==> src/core/dbf_params.svh <==
// register offsets, field positions, reset values and timing counts of the brake block
`ifndef DBF_PARAMS_SVH
`define DBF_PARAMS_SVH

`define DBF_CLK_HZ          50000000
`define DBF_TICK_NS         20
// frequencies are in units of 0.1 Hz, times in units of 0.1 s
`define DBF_REG_CTRL        8'h00
`define DBF_REG_START       8'h04
`define DBF_REG_WAIT        8'h08
`define DBF_REG_TORQUE      8'h0C
`define DBF_REG_DUR         8'h10
`define DBF_REG_ACCEL       8'h14
`define DBF_REG_DECEL       8'h18
`define DBF_REG_DIGREF      8'h1C
`define DBF_REG_FREQ        8'h20
`define DBF_REG_STATUS      8'h24
`define DBF_CTRL_EN_LSB     0
`define DBF_CTRL_SRC_LSB    4
`define DBF_CTRL_REF_LSB    8
`define DBF_EN_OFF          2'h0
`define DBF_EN_ON           2'h1
`define DBF_SRC_RUN         2'h0
`define DBF_SRC_FREQ        2'h2
`define DBF_REF_POT         2'h1
`define DBF_REF_DIG         2'h2
`define DBF_START_RST       12'h005
`define DBF_START_MIN       12'h005
`define DBF_START_MAX       12'h064
`define DBF_WAIT_MAX        12'h032
`define DBF_TORQUE_MAX      12'h064
`define DBF_DUR_MAX         12'h258
`define DBF_FREQ_MAX        12'hE10
`define DBF_DIGREF_MIN      12'h005
`define DBF_HYST_ON         12'h005
`define DBF_HYST_OFF        12'h00F
`define DBF_DELAY_MS        60
`define DBF_TENTH_S_MS      100
`define DBF_PWM_PERIOD      8'h64

`endif

==> src/core/dbf_pkg.sv <==
// types shared by the brake and frequency-signal block
package dbf_pkg;
    typedef enum logic [1:0] {
        DBF_IDLE  = 2'b00,
        DBF_COAST = 2'b01,
        DBF_BRAKE = 2'b10
    } dbf_state_t;

    typedef struct packed {
        logic        dcActive;
        logic        dcPulse;
        logic        driveOff;
        logic        brakeOut;
    } dbf_stage_t;
endpackage : dbf_pkg

==> src/core/dbf_brake.sv <==
// dc braking sequencer and brake / frequency signal output with avalon-mm registers
`timescale 1ns/10ps
`default_nettype none
`include "dbf_params.svh"

module dbf_brake #(
    parameter int TENTH_S_CYCLES = (`DBF_CLK_HZ / 1000) * `DBF_TENTH_S_MS,
    parameter int DELAY_CYCLES   = (`DBF_CLK_HZ / 1000) * `DBF_DELAY_MS
) (
    input  wire logic        clk,
    input  wire logic        reset,
    input  wire logic [7:0]  address,
    input  wire logic        read,
    input  wire logic        write,
    input  wire logic [31:0] writedata,
    output logic      [31:0] readdata,
    output logic             waitrequest,
    input  wire logic [11:0] actualFreq,
    input  wire logic        motorRun,
    input  wire logic        stopRequest,
    input  wire logic [11:0] potReference,
    output logic      [11:0] referenceFreq,
    output logic             driveOff,
    output logic             dcPulse,
    output logic             dcActive,
    output logic             brakeOut
);
    // the turn-on delay needs at least two cycles to be seen as a delay
    if (TENTH_S_CYCLES < 1 || DELAY_CYCLES < 2) begin : g_bad_counts
        $error("dbf_brake: cycle counts out of range");
    end

    // registers
    logic [1:0]  enableCode, next_enableCode;
    logic [1:0]  srcCode, next_srcCode;
    logic [1:0]  refCode, next_refCode;
    logic [11:0] startFreq, next_startFreq;
    logic [11:0] waitTime, next_waitTime;
    logic [11:0] torque, next_torque;
    logic [11:0] duration, next_duration;
    logic [11:0] accelThr, next_accelThr;
    logic [11:0] decelThr, next_decelThr;
    logic [11:0] digRef, next_digRef;
    logic        ack, next_ack;
    logic [31:0] next_readdata;
    logic [11:0] wVal;

    function automatic logic [11:0] clampv(input logic [11:0] v, input logic [11:0] lo,
                                            input logic [11:0] hi);
        clampv = (v < lo) ? lo : ((v > hi) ? hi : v);
    endfunction : clampv

    // one wait state on every access; writes land and reads end at the second edge
    assign waitrequest = (read | write) & ~ack;

    dbf_pkg::dbf_state_t state, next_state;
    localparam dbf_pkg::dbf_state_t DBF_IDLE  = dbf_pkg::DBF_IDLE;
    localparam dbf_pkg::dbf_state_t DBF_COAST = dbf_pkg::DBF_COAST;
    localparam dbf_pkg::dbf_state_t DBF_BRAKE = dbf_pkg::DBF_BRAKE;
    logic        brakeDone, next_brakeDone;
    logic [31:0] tickCnt, next_tickCnt;
    logic [11:0] tenths, next_tenths;
    logic [7:0]  pwmCnt, next_pwmCnt;
    logic        sigRaw, next_sigRaw;
    logic [31:0] dlyCnt, next_dlyCnt;
    logic        sigOut, next_sigOut;

    always_comb begin
        wVal = writedata[11:0];
        next_enableCode = enableCode;
        next_srcCode = srcCode;
        next_refCode = refCode;
        next_startFreq = startFreq;
        next_waitTime = waitTime;
        next_torque = torque;
        next_duration = duration;
        next_accelThr = accelThr;
        next_decelThr = decelThr;
        next_digRef = digRef;
        next_readdata = readdata;
        next_ack = (read | write) & ~ack;
        if (write && ack) begin
            case (address)
                `DBF_REG_CTRL: begin
                    if (writedata[`DBF_CTRL_EN_LSB +: 2] <= `DBF_EN_ON)
                        next_enableCode = writedata[`DBF_CTRL_EN_LSB +: 2];
                    if (writedata[`DBF_CTRL_SRC_LSB +: 2] == `DBF_SRC_RUN ||
                        writedata[`DBF_CTRL_SRC_LSB +: 2] == `DBF_SRC_FREQ)
                        next_srcCode = writedata[`DBF_CTRL_SRC_LSB +: 2];
                    next_refCode = writedata[`DBF_CTRL_REF_LSB +: 2];
                end
                `DBF_REG_START:  next_startFreq = clampv(wVal, `DBF_START_MIN, `DBF_START_MAX);
                `DBF_REG_WAIT:   next_waitTime = clampv(wVal, 12'h000, `DBF_WAIT_MAX);
                `DBF_REG_TORQUE: next_torque = clampv(wVal, 12'h000, `DBF_TORQUE_MAX);
                `DBF_REG_DUR:    next_duration = clampv(wVal, 12'h000, `DBF_DUR_MAX);
                `DBF_REG_ACCEL:  next_accelThr = clampv(wVal, 12'h000, `DBF_FREQ_MAX);
                `DBF_REG_DECEL:  next_decelThr = clampv(wVal, 12'h000, `DBF_FREQ_MAX);
                `DBF_REG_DIGREF: next_digRef = clampv(wVal, `DBF_DIGREF_MIN, `DBF_FREQ_MAX);
                default: ;
            endcase
        end
        if (read && !ack) begin
            case (address)
                `DBF_REG_CTRL:   next_readdata = {22'h0, refCode, 2'h0, srcCode, 2'h0, enableCode};
                `DBF_REG_START:  next_readdata = {20'h0, startFreq};
                `DBF_REG_WAIT:   next_readdata = {20'h0, waitTime};
                `DBF_REG_TORQUE: next_readdata = {20'h0, torque};
                `DBF_REG_DUR:    next_readdata = {20'h0, duration};
                `DBF_REG_ACCEL:  next_readdata = {20'h0, accelThr};
                `DBF_REG_DECEL:  next_readdata = {20'h0, decelThr};
                `DBF_REG_DIGREF: next_readdata = {20'h0, digRef};
                `DBF_REG_FREQ:   next_readdata = {20'h0, actualFreq};
                `DBF_REG_STATUS: next_readdata = {26'h0, state, dcActive, driveOff, sigOut,
                                                  brakeOut};
                default:         next_readdata = 32'h0;
            endcase
        end
    end

    always_ff @(posedge clk) begin
        if (reset) begin
            enableCode <= `DBF_EN_OFF;
            srcCode    <= `DBF_SRC_RUN;
            refCode    <= `DBF_REF_POT;
            startFreq  <= `DBF_START_RST;
            waitTime   <= 12'h000;
            torque     <= 12'h000;
            duration   <= 12'h000;
            accelThr   <= 12'h000;
            decelThr   <= 12'h000;
            digRef     <= `DBF_DIGREF_MIN;
            ack        <= 1'b0;
            readdata   <= 32'h0;
        end else begin
            enableCode <= next_enableCode;
            srcCode    <= next_srcCode;
            refCode    <= next_refCode;
            startFreq  <= next_startFreq;
            waitTime   <= next_waitTime;
            torque     <= next_torque;
            duration   <= next_duration;
            accelThr   <= next_accelThr;
            decelThr   <= next_decelThr;
            digRef     <= next_digRef;
            ack        <= next_ack;
            readdata   <= next_readdata;
        end
    end

    // stage-zero reference: digital value in mode 02 or in frequency-signal mode, else potentiometer
    logic        digitalRef;
    logic [11:0] next_referenceFreq;
    assign digitalRef = (refCode == `DBF_REF_DIG);
    // in frequency-signal mode the stage-zero source is forced digital
    always_comb begin
        next_referenceFreq = (digitalRef || srcCode == `DBF_SRC_FREQ) ? digRef
                                                                      : potReference;
    end

    // braking sequencer
    logic tenthTick;
    assign tenthTick = (tickCnt == 32'(TENTH_S_CYCLES - 1));

    always_comb begin
        next_state = state;
        next_brakeDone = brakeDone;
        next_tickCnt = tenthTick ? 32'h0 : tickCnt + 32'h1;
        next_tenths = tenthTick ? tenths + 12'h001 : tenths;
        case (state)
            DBF_IDLE: begin
                next_tickCnt = 32'h0;
                next_tenths = 12'h000;
                if (enableCode == `DBF_EN_ON && stopRequest && !brakeDone &&
                    actualFreq < startFreq)
                    next_state = DBF_COAST;
            end
            DBF_COAST: begin
                // compare the count after this edge so the phase lasts exactly its time
                if (next_tenths >= waitTime) begin
                    if (duration == 12'h000) begin
                        next_state = DBF_IDLE;
                        next_brakeDone = 1'b1;
                    end else begin
                        next_state = DBF_BRAKE;
                    end
                    next_tickCnt = 32'h0;
                    next_tenths = 12'h000;
                end
            end
            DBF_BRAKE: begin
                if (next_tenths >= duration) begin
                    next_state = DBF_IDLE;
                    next_brakeDone = 1'b1;
                end
            end
            default: next_state = DBF_IDLE;
        endcase
        // a finished sequence stays idle until the stop request is withdrawn
        if (!stopRequest) begin
            next_state = DBF_IDLE;
            next_brakeDone = 1'b0;
        end
    end

    // dc pulse width proportional to torque percentage
    always_comb begin
        next_pwmCnt = (pwmCnt == `DBF_PWM_PERIOD - 8'h01) ? 8'h00 : pwmCnt + 8'h01;
    end

    // frequency threshold with hysteresis and turn-on delay
    logic [12:0] onLevel, offLevel;
    assign onLevel  = (accelThr > `DBF_HYST_ON) ? {1'b0, accelThr - `DBF_HYST_ON} : 13'h0000;
    assign offLevel = {1'b0, decelThr} - {1'b0, `DBF_HYST_OFF};
    always_comb begin
        next_sigRaw = sigRaw;
        if (!sigRaw && {1'b0, actualFreq} >= onLevel && actualFreq != 12'h000)
            next_sigRaw = 1'b1;
        else if (sigRaw && ($signed(offLevel) > $signed({1'b0, actualFreq})))
            next_sigRaw = 1'b0;
        next_dlyCnt = (sigRaw && !sigOut) ? dlyCnt + 32'h1 : 32'h0;
        next_sigOut = sigRaw && (sigOut || dlyCnt == 32'(DELAY_CYCLES - 1));
    end

    dbf_pkg::dbf_stage_t stage;
    always_comb begin
        stage.driveOff = (state != DBF_IDLE);
        stage.dcActive = (state == DBF_BRAKE);
        stage.dcPulse  = (state == DBF_BRAKE) && ({4'h0, pwmCnt} < torque);
        // brake released (high) while driven above 0 Hz in run mode; in frequency-signal mode it follows the delayed threshold signal
        stage.brakeOut = (srcCode == `DBF_SRC_FREQ) ? sigOut
                                                    : (motorRun && actualFreq != 12'h000);
    end

    always_ff @(posedge clk) begin
        if (reset) begin
            state         <= DBF_IDLE;
            brakeDone     <= 1'b0;
            tickCnt       <= 32'h0;
            tenths        <= 12'h000;
            pwmCnt        <= 8'h00;
            sigRaw        <= 1'b0;
            dlyCnt        <= 32'h0;
            sigOut        <= 1'b0;
            referenceFreq <= 12'h000;
            driveOff      <= 1'b0;
            dcPulse       <= 1'b0;
            dcActive      <= 1'b0;
            brakeOut      <= 1'b0;
        end else begin
            state         <= next_state;
            brakeDone     <= next_brakeDone;
            tickCnt       <= next_tickCnt;
            tenths        <= next_tenths;
            pwmCnt        <= next_pwmCnt;
            sigRaw        <= next_sigRaw;
            dlyCnt        <= next_dlyCnt;
            sigOut        <= next_sigOut;
            referenceFreq <= next_referenceFreq;
            driveOff      <= stage.driveOff;
            dcPulse       <= stage.dcPulse;
            dcActive      <= stage.dcActive;
            brakeOut      <= stage.brakeOut;
        end
    end
endmodule : dbf_brake
`default_nettype wire

==> config.mk <==
export PLATFORM = sky130hd
export DESIGN_NAME = dbf_brake
export DESIGN_NICKNAME = d
export VERILOG_FILES = /design/src/core/dbf_pkg.sv /design/src/core/dbf_brake.sv
export VERILOG_INCLUDE_DIRS = /design/src /design/src/core
export SDC_FILE = /design/constraint.sdc
export NUM_CORES = 1
export LEC_CHECK = 0
export ABC_AREA = 1
export BUFFER_PORTS_ARGS = -buffer_cell sky130_fd_sc_hd__buf_2
export CAP_MARGIN = 20
export CELL_PAD_IN_SITES_DETAIL_PLACEMENT = 1
export CELL_PAD_IN_SITES_GLOBAL_PLACEMENT = 2
export CORE_MARGIN = 2
export CORE_UTILIZATION = 35
export CTS_BUF_LIST = sky130_fd_sc_hd__clkbuf_8
export DETAILED_ROUTE_END_ITERATION = 10
export GPL_TIMING_DRIVEN = 0
export PLACE_DENSITY = 0.91
export SYNTH_ARGS = -nofsm -noshare
export SYNTH_HDL_FRONTEND = slang
export SYNTH_SLANG_ARGS = --single-unit
==> constraint.sdc <==
create_clock -name clk -period 4.7 [get_ports clk]
set_input_delay 0.47 -clock clk [delete_from_list [all_inputs] [get_ports clk]]
set_output_delay 0.47 -clock clk [all_outputs]
set_load 0.1 [all_outputs]
Word-level counts from Yosys, hierarchy flattened

Index checks and enable logic that the tools add are counted.

Memories kept: 0
Bits in writable memories: 0
Flip-flop bits (word level): 228
Logic and storage cells: 145
Bits in latches: 0
ROM bits: 0
Output and inout bits: 49
Input port bits: 70

Multipliers: 0
Equality and inequality tests: 22
$add $sub $neg: 6
Muxes and demuxes: 31
Bitwise gates (word level): 5
Reductions and logical operators: 42
Shifts and indexed selects: 0
Magnitude comparators: 14
Divide/modulo/power cells: 0

Operators by type and width:

| operator                                             | number |
|---|---|
| two-way mux 12 bit                                   | 14 |
| case mux 12 bit (10 select lines)                    | 1 |
| adder 32 x 1 -> 32 bit, second input constant        | 2 |
| two-way mux 32 bit                                   | 2 |
| case mux 32 bit (2 select lines)                     | 1 |
| greater-or-equal comparator 12 bit                   | 3 |
| == test 32 x 22 -> 1 bit, second input constant      | 1 |
| == test 32 x 23 -> 1 bit, second input constant      | 1 |
| == test 8 x 5 -> 1 bit, second input constant        | 4 |
| case mux 12 bit (2 select lines)                     | 1 |
| == test 8 x 4 -> 1 bit, second input constant        | 2 |
| == test 8 x 6 -> 1 bit, second input constant        | 2 |
| AND reduction 2 bit                                  | 8 |
| > comparator 13 bit                                  | 1 |
| subtractor 12 x 4 -> 13 bit, second input constant   | 1 |
| adder 12 x 1 -> 12 bit, second input constant        | 1 |
| > comparator 12 x 10 -> 1 bit, second input constant | 1 |
| > comparator 12 bit, second input constant           | 1 |
| > comparator 12 x 3 -> 1 bit, second input constant  | 1 |
| > comparator 12 x 6 -> 1 bit, second input constant  | 1 |
| > comparator 12 x 7 -> 1 bit, second input constant  | 1 |
| logical AND 1 bit                                    | 12 |
| logical NOT 12 bit                                   | 1 |
| < comparator 12 x 1 -> 1 bit, second input constant  | 1 |
| other kinds (28)                                     | 56 |

Logic depth before layout (Yosys ltp)

Gate-level depths: netlist of the first run.

Depth in word-level cells: 6
Depth in mapped cells: 21
Mapped depth without buffers: 20

Worst setup path before layout of the first run

No wires, ideal clock.

Path type: register -> register
Start point: register tickCnt[0]
End point: register tenths[3]
Path buffers: 1
Clock period less this slack: 2,781 ps
Stages on the path, launching flop included: 22
Required time: 4,635 ps
Slack: 1,919 ps
Data arrival time: 2,717 ps
Setup time: 65 ps
Path through: dfxtp_1 > ha_1 > nand2_1 > nor2_4 > nand4_1 > nor3_2 > nand3_2 > inv_1 > nand2_1 > nand2_1 > inv_1 > ha_1 > nand2_1 > inv_1 > nand2_1 > nand2_1 > a21oi_1 > nand4_2 > nand2_4 > nand2_1 > buf_6 > nor2_1

Longest elaborated chain between the ends: 5

RTL lines:

| element                              | line             | source |
|---|---|---|
| start: declaration                   | dbf_brake.sv:61  | `logic [31:0] tickCnt, next_tickCnt;` |
| start signal: assignment             | dbf_brake.sv:252 | `tickCnt <= next_tickCnt;` |
| == test 32 x 23 -> 1 bit (*)         | dbf_brake.sv:162 | `assign tenthTick = (tickCnt == 32'(TENTH_S_CYCLES - 1));` |
| two-way mux 12 bit (*)               | dbf_brake.sv:168 | `next_tenths = tenthTick ? tenths + 12'h001 : tenths;` |
| greater-or-equal comparator 12 bit   | dbf_brake.sv:179 | `if (next_tenths >= waitTime) begin` |
| two-way mux 12 bit                   | dbf_brake.sv:179 |  |
| case mux 12 bit (2 select lines) (*) | dbf_brake.sv:169 | `case (state)` |
| end signal: assignment               | dbf_brake.sv:253 | `tenths <= next_tenths;` |
| end: declaration                     | dbf_brake.sv:62  | `logic [11:0] tenths, next_tenths;` |

Mark *: on every way between the ends. The rest lies on a longest branch, timed or not.
A chain may end at the register's enable or synchronous reset.

Worst setup path after layout of the first run

Start point: register tickCnt[0]
End point: register tenths[9]

Same word-level chain as after synthesis.

==> results of run 1 <==
[metal layers]
metal  wire [um]  track usage (%)  up-vias
li1            -                -     6277
met1       20540            31.78     6159
met2       20520            39.19      334
met3        2777            4.742       80
met4        1246            7.294        0
met5           0                0        -
[worst max-delay path by stage]
stage	startpoint	to	slack [ns]	cells after the start
final	tickCnt[0]	tenths[9]	1.04	21
after global placement	tickCnt[0]	tenths[4]	1.07	21
after detailed placement	tickCnt[0]	tenths[8]	0.97	21
after CTS	tickCnt[0]	tenths[9]	0.93	21
after floorplan	tickCnt[0]	tenths[3]	1.92	21
after global routing	tickCnt[0]	tenths[2]	0.65	21
[synth_stat cells (all sizes together)]
cell	count
nand2	386
nor2	273
inv	256
dfxtp	208
nand3	133
a21oi	126
o21ai	125
ha	73
nor3	70
xor2	41
buf	40
nand4	37
clkbuf	19
or2	9
xnor2	9
nor4	8
a31oi	7
nor3b	6
nand3b	4
o211ai	4
o21bai	4
a211oi	3
and3	3
o31ai	3
and2	2
o21a	2
a21o	1
a221oi	1
a22oi	1
conb	1
nand2b	1
[registers in the layout, summed over array words and instances, names as in the netlist, 2 cells and up]
register       count
pwmCnt             8
duration          12
accelThr          12
decelThr          12
tickCnt           32
referenceFreq     12
srcCode            2
startFreq         12
waitTime          12
enableCode         2
state              2
digRef            12
readdata          12
torque            12
dlyCnt            32
refCode            2
tenths            12
[critical path: stages (launching register included)]
cell,delay (ns)
dfxtp_1,0.37
ha_1,0.21
nand2_1,0.11
nor2_4,0.17
nand4_1,0.13
nor3_2,0.24
nand3_2,0.19
inv_1,0.26
nand2_1,0.10
nand2_1,0.09
inv_1,0.09
ha_1,0.31
nand2_1,0.08
nand2_1,0.05
nand2_1,0.06
nand2_1,0.05
a21oi_1,0.26
nand4_2,0.23
nand2_4,0.18
nand2_1,0.13
buf_6,0.20
nor2_1,0.10
[layout make-up]
| type | instances | area (sq um) | share of cell area [%] |
|---|---|---|---|
| Sequential cell | 208 | 4164 | 28.87 |
| Timing Repair Buffer | 77 | 385.4 | 2.672 |
| Multi-Input combinational cell | 1352 | 7141 | 49.51 |
| Inverter | 256 | 960.9 | 6.663 |
| Clock inverter | 16 | 76.32 | 0.5292 |
| Buffer | 59 | 375.4 | 2.603 |
| Clock buffer | 54 | 743.2 | 5.153 |
| Tap cell | 461 | 576.8 | 3.999 |
[power groups by stage]
stage	logic, mW	registers (mW)	clock network, mW
2_1_floorplan	0.210	1.87	0
3_3_place_gp	0.362	1.82	0
3_5_place_dp	0.369	1.82	0
4_1_cts	0.370	1.79	1.93
5_1_grt	0.397	1.79	2.01
6_report	0.372	1.79	1.88
[stage by stage]
step,power [mW],utilization (%)
after global placement,2.184,38.34
final,4.035,40.65
after CTS,4.085,40.65
after floorplan,2.076,-
after detailed placement,2.191,38.34
after global routing,4.189,40.65
[kinds of logic after synthesis]
| family | share of synthesized area, % |
|---|---|
| other | 0.02983 |
| buffers and inverters | 10.63 |
| DFF | 33.13 |
| and+or+nand+nor | 33.93 |
| adders and majority gates | 7.267 |
| AOI/OAI and AO/OA | 11.53 |
| xor gates and xnor gates | 3.484 |
==> impl_metrics.yaml, run 1 <==
run_status:
  outcome: "completed"
layout:
  fin_cells: 2483
  diodes: 0
  layout.nets: 2138
  area_growth_pct: 14.74
  final_common_cell: "nand2_1"
  drive_gt1_share_pct: 12.41
  n_fill_cell: 4678
  layout_common_cells: "nand2_1, inv_1, nor2_1"
  final_cell_area_sq_um: 14420
critical_path:
  critPathKind: "flip-flop to flip-flop"
  worstPathRequired_ns: 5.23
  timing.rr.end: "tenths[9]"
  critPathCaptureType: "flip-flop"
  r2r_slack_ns: 1.04
  reg2regPathDepth: 21
  startpoint_type: "flip-flop"
  arrival_ns: 4.19
  worstPathMaxFanout: 10
  r2r-start: "tickCnt[0]"
drt:
  wirelength_mm: 45.09
  wl_per_cell_um: 18.16
  num_vias: 12850
  drc: 0
  firstDrtPassIters: 5
  vias_per_cell: 5.175
  first_iter_violations: 702
  final_antenna_net_count: 0
timing:
  hold_viol_final: 0
  fmax_mhz: 273.2
  fin_crit_ns: 3.660
  max_slew_margin_pct: 38.81
  tightest_slew_ns: 0.9179
  drv_slew: 0
  fin_crit_sh_pct: 77.87
  fin_skew_ns: 0.02576
  fin_ws_ns: 1.040
  hold_slack_ns: 0.1126
  setup_viol: 0
  rsz0062_at_grt: "no"
  setup_tns_ns: 0
global_route:
  grt_max_degree: 12
  grt_use_total_pct: 23.95
  grt_pass1_vias: 12920
  grt_first_pass_wirelength_mm: 71.45
  grt_overflow_total: 0
  antenna_found_initial: 0
power_and_ir_drop:
  seqPwrFrac_pct: 44.2
  leakagePower_nw: 6.106
  power.net_switching_mw: 1.156
  powerDensity_nw_per_um2: 279.8
  sw_frac_of_total_pct: 28.64
  p_int_mw: 2.880
  ir_worst_vdd_mv: 0.1603
  pwr-share-comb_pct: 9.2
  p_clk_share_pct: 46.5
floorplan:
  initial_core_util_pct: 35.42
  coreArea_sq_um: 35480
  fp-row-count: 69
  dieArea_sq_um: 37440
  fp.dieH_um: 193.5
  die_width_um: 193.5
  ios: 119
clock_tree:
  cts_resized: 0
  worstSkewPairLatency_ns: 0.60
  cts_sinks: 208
  post_cts_buffers: 0
  cts_max_path_buffers: 3
  cts.clk_slew.worst_paths_ns: 0.06
  htreeDepth: 2
  root_buffer: "clkbuf_8"
  cts_hold_buffers: 0
  cts_made_buffers: 41
  cts_tree: "built"
synth:
  syn_area_sq_um: 12570
  synth_seq_cells: 208
  yosysWarnings: 0
  synth_seq_area_share_pct: 33.13
  netlist.area_leader.share_pct: 33.13
  synth.distinct_cells: 47
  syn_inst: 1856
  yosys.area.top_type: "dfxtp_1"
  syn_area_per_cell_sq_um: 6.772
  yosys-top-cells-area: "dfxtp_1, nand2_1, nor2_1, inv_1, ha_1"
placed_design:
  numPortBuffers: 77
  dp_hpwl_mm: 35.98
  place_area_sq_um: 13600
  dp_slack_ns: 0.9748
  dp.cells: 2413
  gp_congestion: 0.9766
hold_path:
  hold_class: "primary input to flip-flop"
  min-delay-start: "potReference[3]"
  hold_end: "referenceFreq[3]"
  hold_depth: 3
run:
  cap_violations: 0
(Power assumes the default switching activity.)
==> run 2: changes to the inputs <==
Settings changed: CORE_UTILIZATION 35 to 31, PLACE_DENSITY 0.91 to 0.86.
Clock period 4.7 ns to 3.3 ns, I/O delays scaled along.
==> run 2 against run 1 <==
Utilization fell by 3.5 points. Power rose by 42%. Register-to-register slack got worse by 0.77 ns. Largest cell class unchanged. Via count rose by 0.31%.
==> impl_metrics.yaml, run 2 (same netlist as run 1, synthesis figures left out) <==
timing:
  fmax_mhz: 330.0
  max_slew_margin_pct: 42.61
  setup_viol: 0
  fin_crit_ns: 3.030
  setup_tns_ns: 0
  fin_crit_sh_pct: 91.83
  fin_skew_ns: 0.04473
  hold_slack_ns: 0.03895
  hold_viol_final: 0
  tightest_slew_ns: 0.8608
  drv_slew: 0
clock_tree:
  cts.clk_slew.worst_paths_ns: 0.06
  cts_made_buffers: 41
  worstSkewPairLatency_ns: 0.64
  cts_sinks: 208
  root_buffer: "clkbuf_8"
  cts_tree: "built"
  cts_max_path_buffers: 3
  htreeDepth: 2
hold_path:
  hold_class: "primary input to flip-flop"
  min-delay-start: "read"
  hold_end: "ack"
  hold_depth: 3
critical_path:
  r2r_slack_ns: 0.27
  worstPathRequired_ns: 3.83
  worstPathMaxFanout: 10
  startpoint_type: "flip-flop"
  timing.rr.end: "tickCnt[15]"
  critPathKind: "flip-flop to flip-flop"
  critPathCaptureType: "flip-flop"
  arrival_ns: 3.56
  r2r-start: "tickCnt[0]"
  reg2regPathDepth: 19
layout:
  n_fill_cell: 5132
  layout_common_cells: "nand2_1, inv_1, nor2_1"
  top_regs: "dlyCnt (32), tickCnt (32)"
  layout.nets: 2160
  drive_gt1_share_pct: 13.72
  final_common_cell: "nand2_1"
  area_growth_pct: 18.11
floorplan:
  ios: 119
  initial_core_util_pct: 31.49
  dieArea_sq_um: 42170
  fp.dieH_um: 205.4
  fp-row-count: 73
  coreArea_sq_um: 39910
  die_width_um: 205.4
global_route:
  grt_first_pass_wirelength_mm: 71.71
  grt_max_degree: 12
  grt_use_total_pct: 22.09
  grt_pass1_vias: 12950
  grt_overflow_total: 0
  antenna_found_initial: 0
run:
  cap_violations: 0
placed_design:
  numPortBuffers: 77
  dp_hpwl_mm: 36.51
  gp_congestion: 0.9580
drt:
  drc: 0
  vias_per_cell: 5.021
  final_antenna_net_count: 0
  wirelength_mm: 46.30
  firstDrtPassIters: 5
  first_iter_violations: 760
  wl_per_cell_um: 18.04
  num_vias: 12890
run_status:
  outcome: "completed"
power_and_ir_drop:
  ir_worst_vdd_mv: 0.2232
  powerDensity_nw_per_um2: 386.8
  leakagePower_nw: 6.199
  power_mw: 5.742
==> run 2: cell count changes in the layout (fill, tap and decap cells not counted), sizes merged <==
cell / before / now
buf: 117 / 123
dlygate4sd3: 0 / 14
diode: 0 / 1
clkinv: 3 / 1
clkbuf: 73 / 74
==> run 2: worst max-delay path, stage by stage (launching register included) <==
cell and delay [ns]:
dfxtp_4 0.37, ha_4 0.14, nand2_2 0.06, nor2_4 0.10, nand4_1 0.13, nor3_4 0.25
nand3_4 0.19, clkbuf_16 0.21, o21ai_2 0.16, inv_2 0.08, ha_1 0.27, nand2_1 0.06
nor2_1 0.05, and2_1 0.16, nand2_2 0.10, nand4_4 0.12, nand2_4 0.15, nand2_8 0.10
buf_8 0.18, nor2_2 0.09
==> run 2: how the worst max path moves through the flow <==
stage                        endpoint  depth (start not counted)  startpoint
after floorplan             tenths[3]                         21  tickCnt[0]
after global placement     tenths[10]                         21  tickCnt[0]
after detailed placement   tenths[10]                         21  tickCnt[0]
after CTS                 tickCnt[15]                         21  tickCnt[0]
after global routing      tickCnt[18]                         21  tickCnt[0]
final                     tickCnt[15]                         19  tickCnt[0]
==> run 2: metal layers <==
| metal | up-vias | GRT usage, % | share of wire (%) |
|---|---|---|---|
| met5 | - | 0 | 0 |
| met4 | 0 | 7.220 | 3.0 |
| met3 | 75 | 3.880 | 5.1 |
| met2 | 310 | 36.29 | 46 |
| met1 | 6191 | 29.26 | 46 |
| li1 | 6314 | - | - |
==> run 2: metrics by stage <==
step	cell area (sq um)	utilization, %	setup WS (ns)	std cells
3_3_place_gp	13680	34.28	-0.3156	2477
2_1_floorplan	12640	-	0.5186	1875
6_report	14850	37.19	0.2697	2567
5_1_grt	14840	37.19	-0.002992	2566
4_1_cts	14700	36.82	0.01088	2564
3_5_place_dp	13680	34.28	-0.3464	2477
==> run 2: repair_timing <==
| action | in CTS | in global routing |
|---|---|---|
| endpoints found under the hold margin | 14 | 0 |
| setup buffers | 5 | 0 |
| hold buffers | 14 | 0 |
| pin swaps | 6 | 7 |
| gates resized for setup | 10 | 32 |
| setup endpoints to repair | 44 | 48 |
| gates cloned | 1 | 2 |
==> run 2: layout make-up <==
type,instances,area [sq um],area share (%)
sequential,208,4169,28.08
clock inverter,14,66.31,0.4467
tap,525,656.9,4.425
clock buffer,53,729.5,4.914
timing repair buffer,99,624.3,4.206
multi-input combinational,1352,7241,48.77
buffer,59,390.4,2.630
inverter,256,965.9,6.507
antenna,1,2.502,0.01686
==> run 2: report_power, final <==
part / switching (mW) / internal (mW)
registers: 0.0119 / 2.53
logic: 0.425 / 0.123
clock network: 1.23 / 1.43
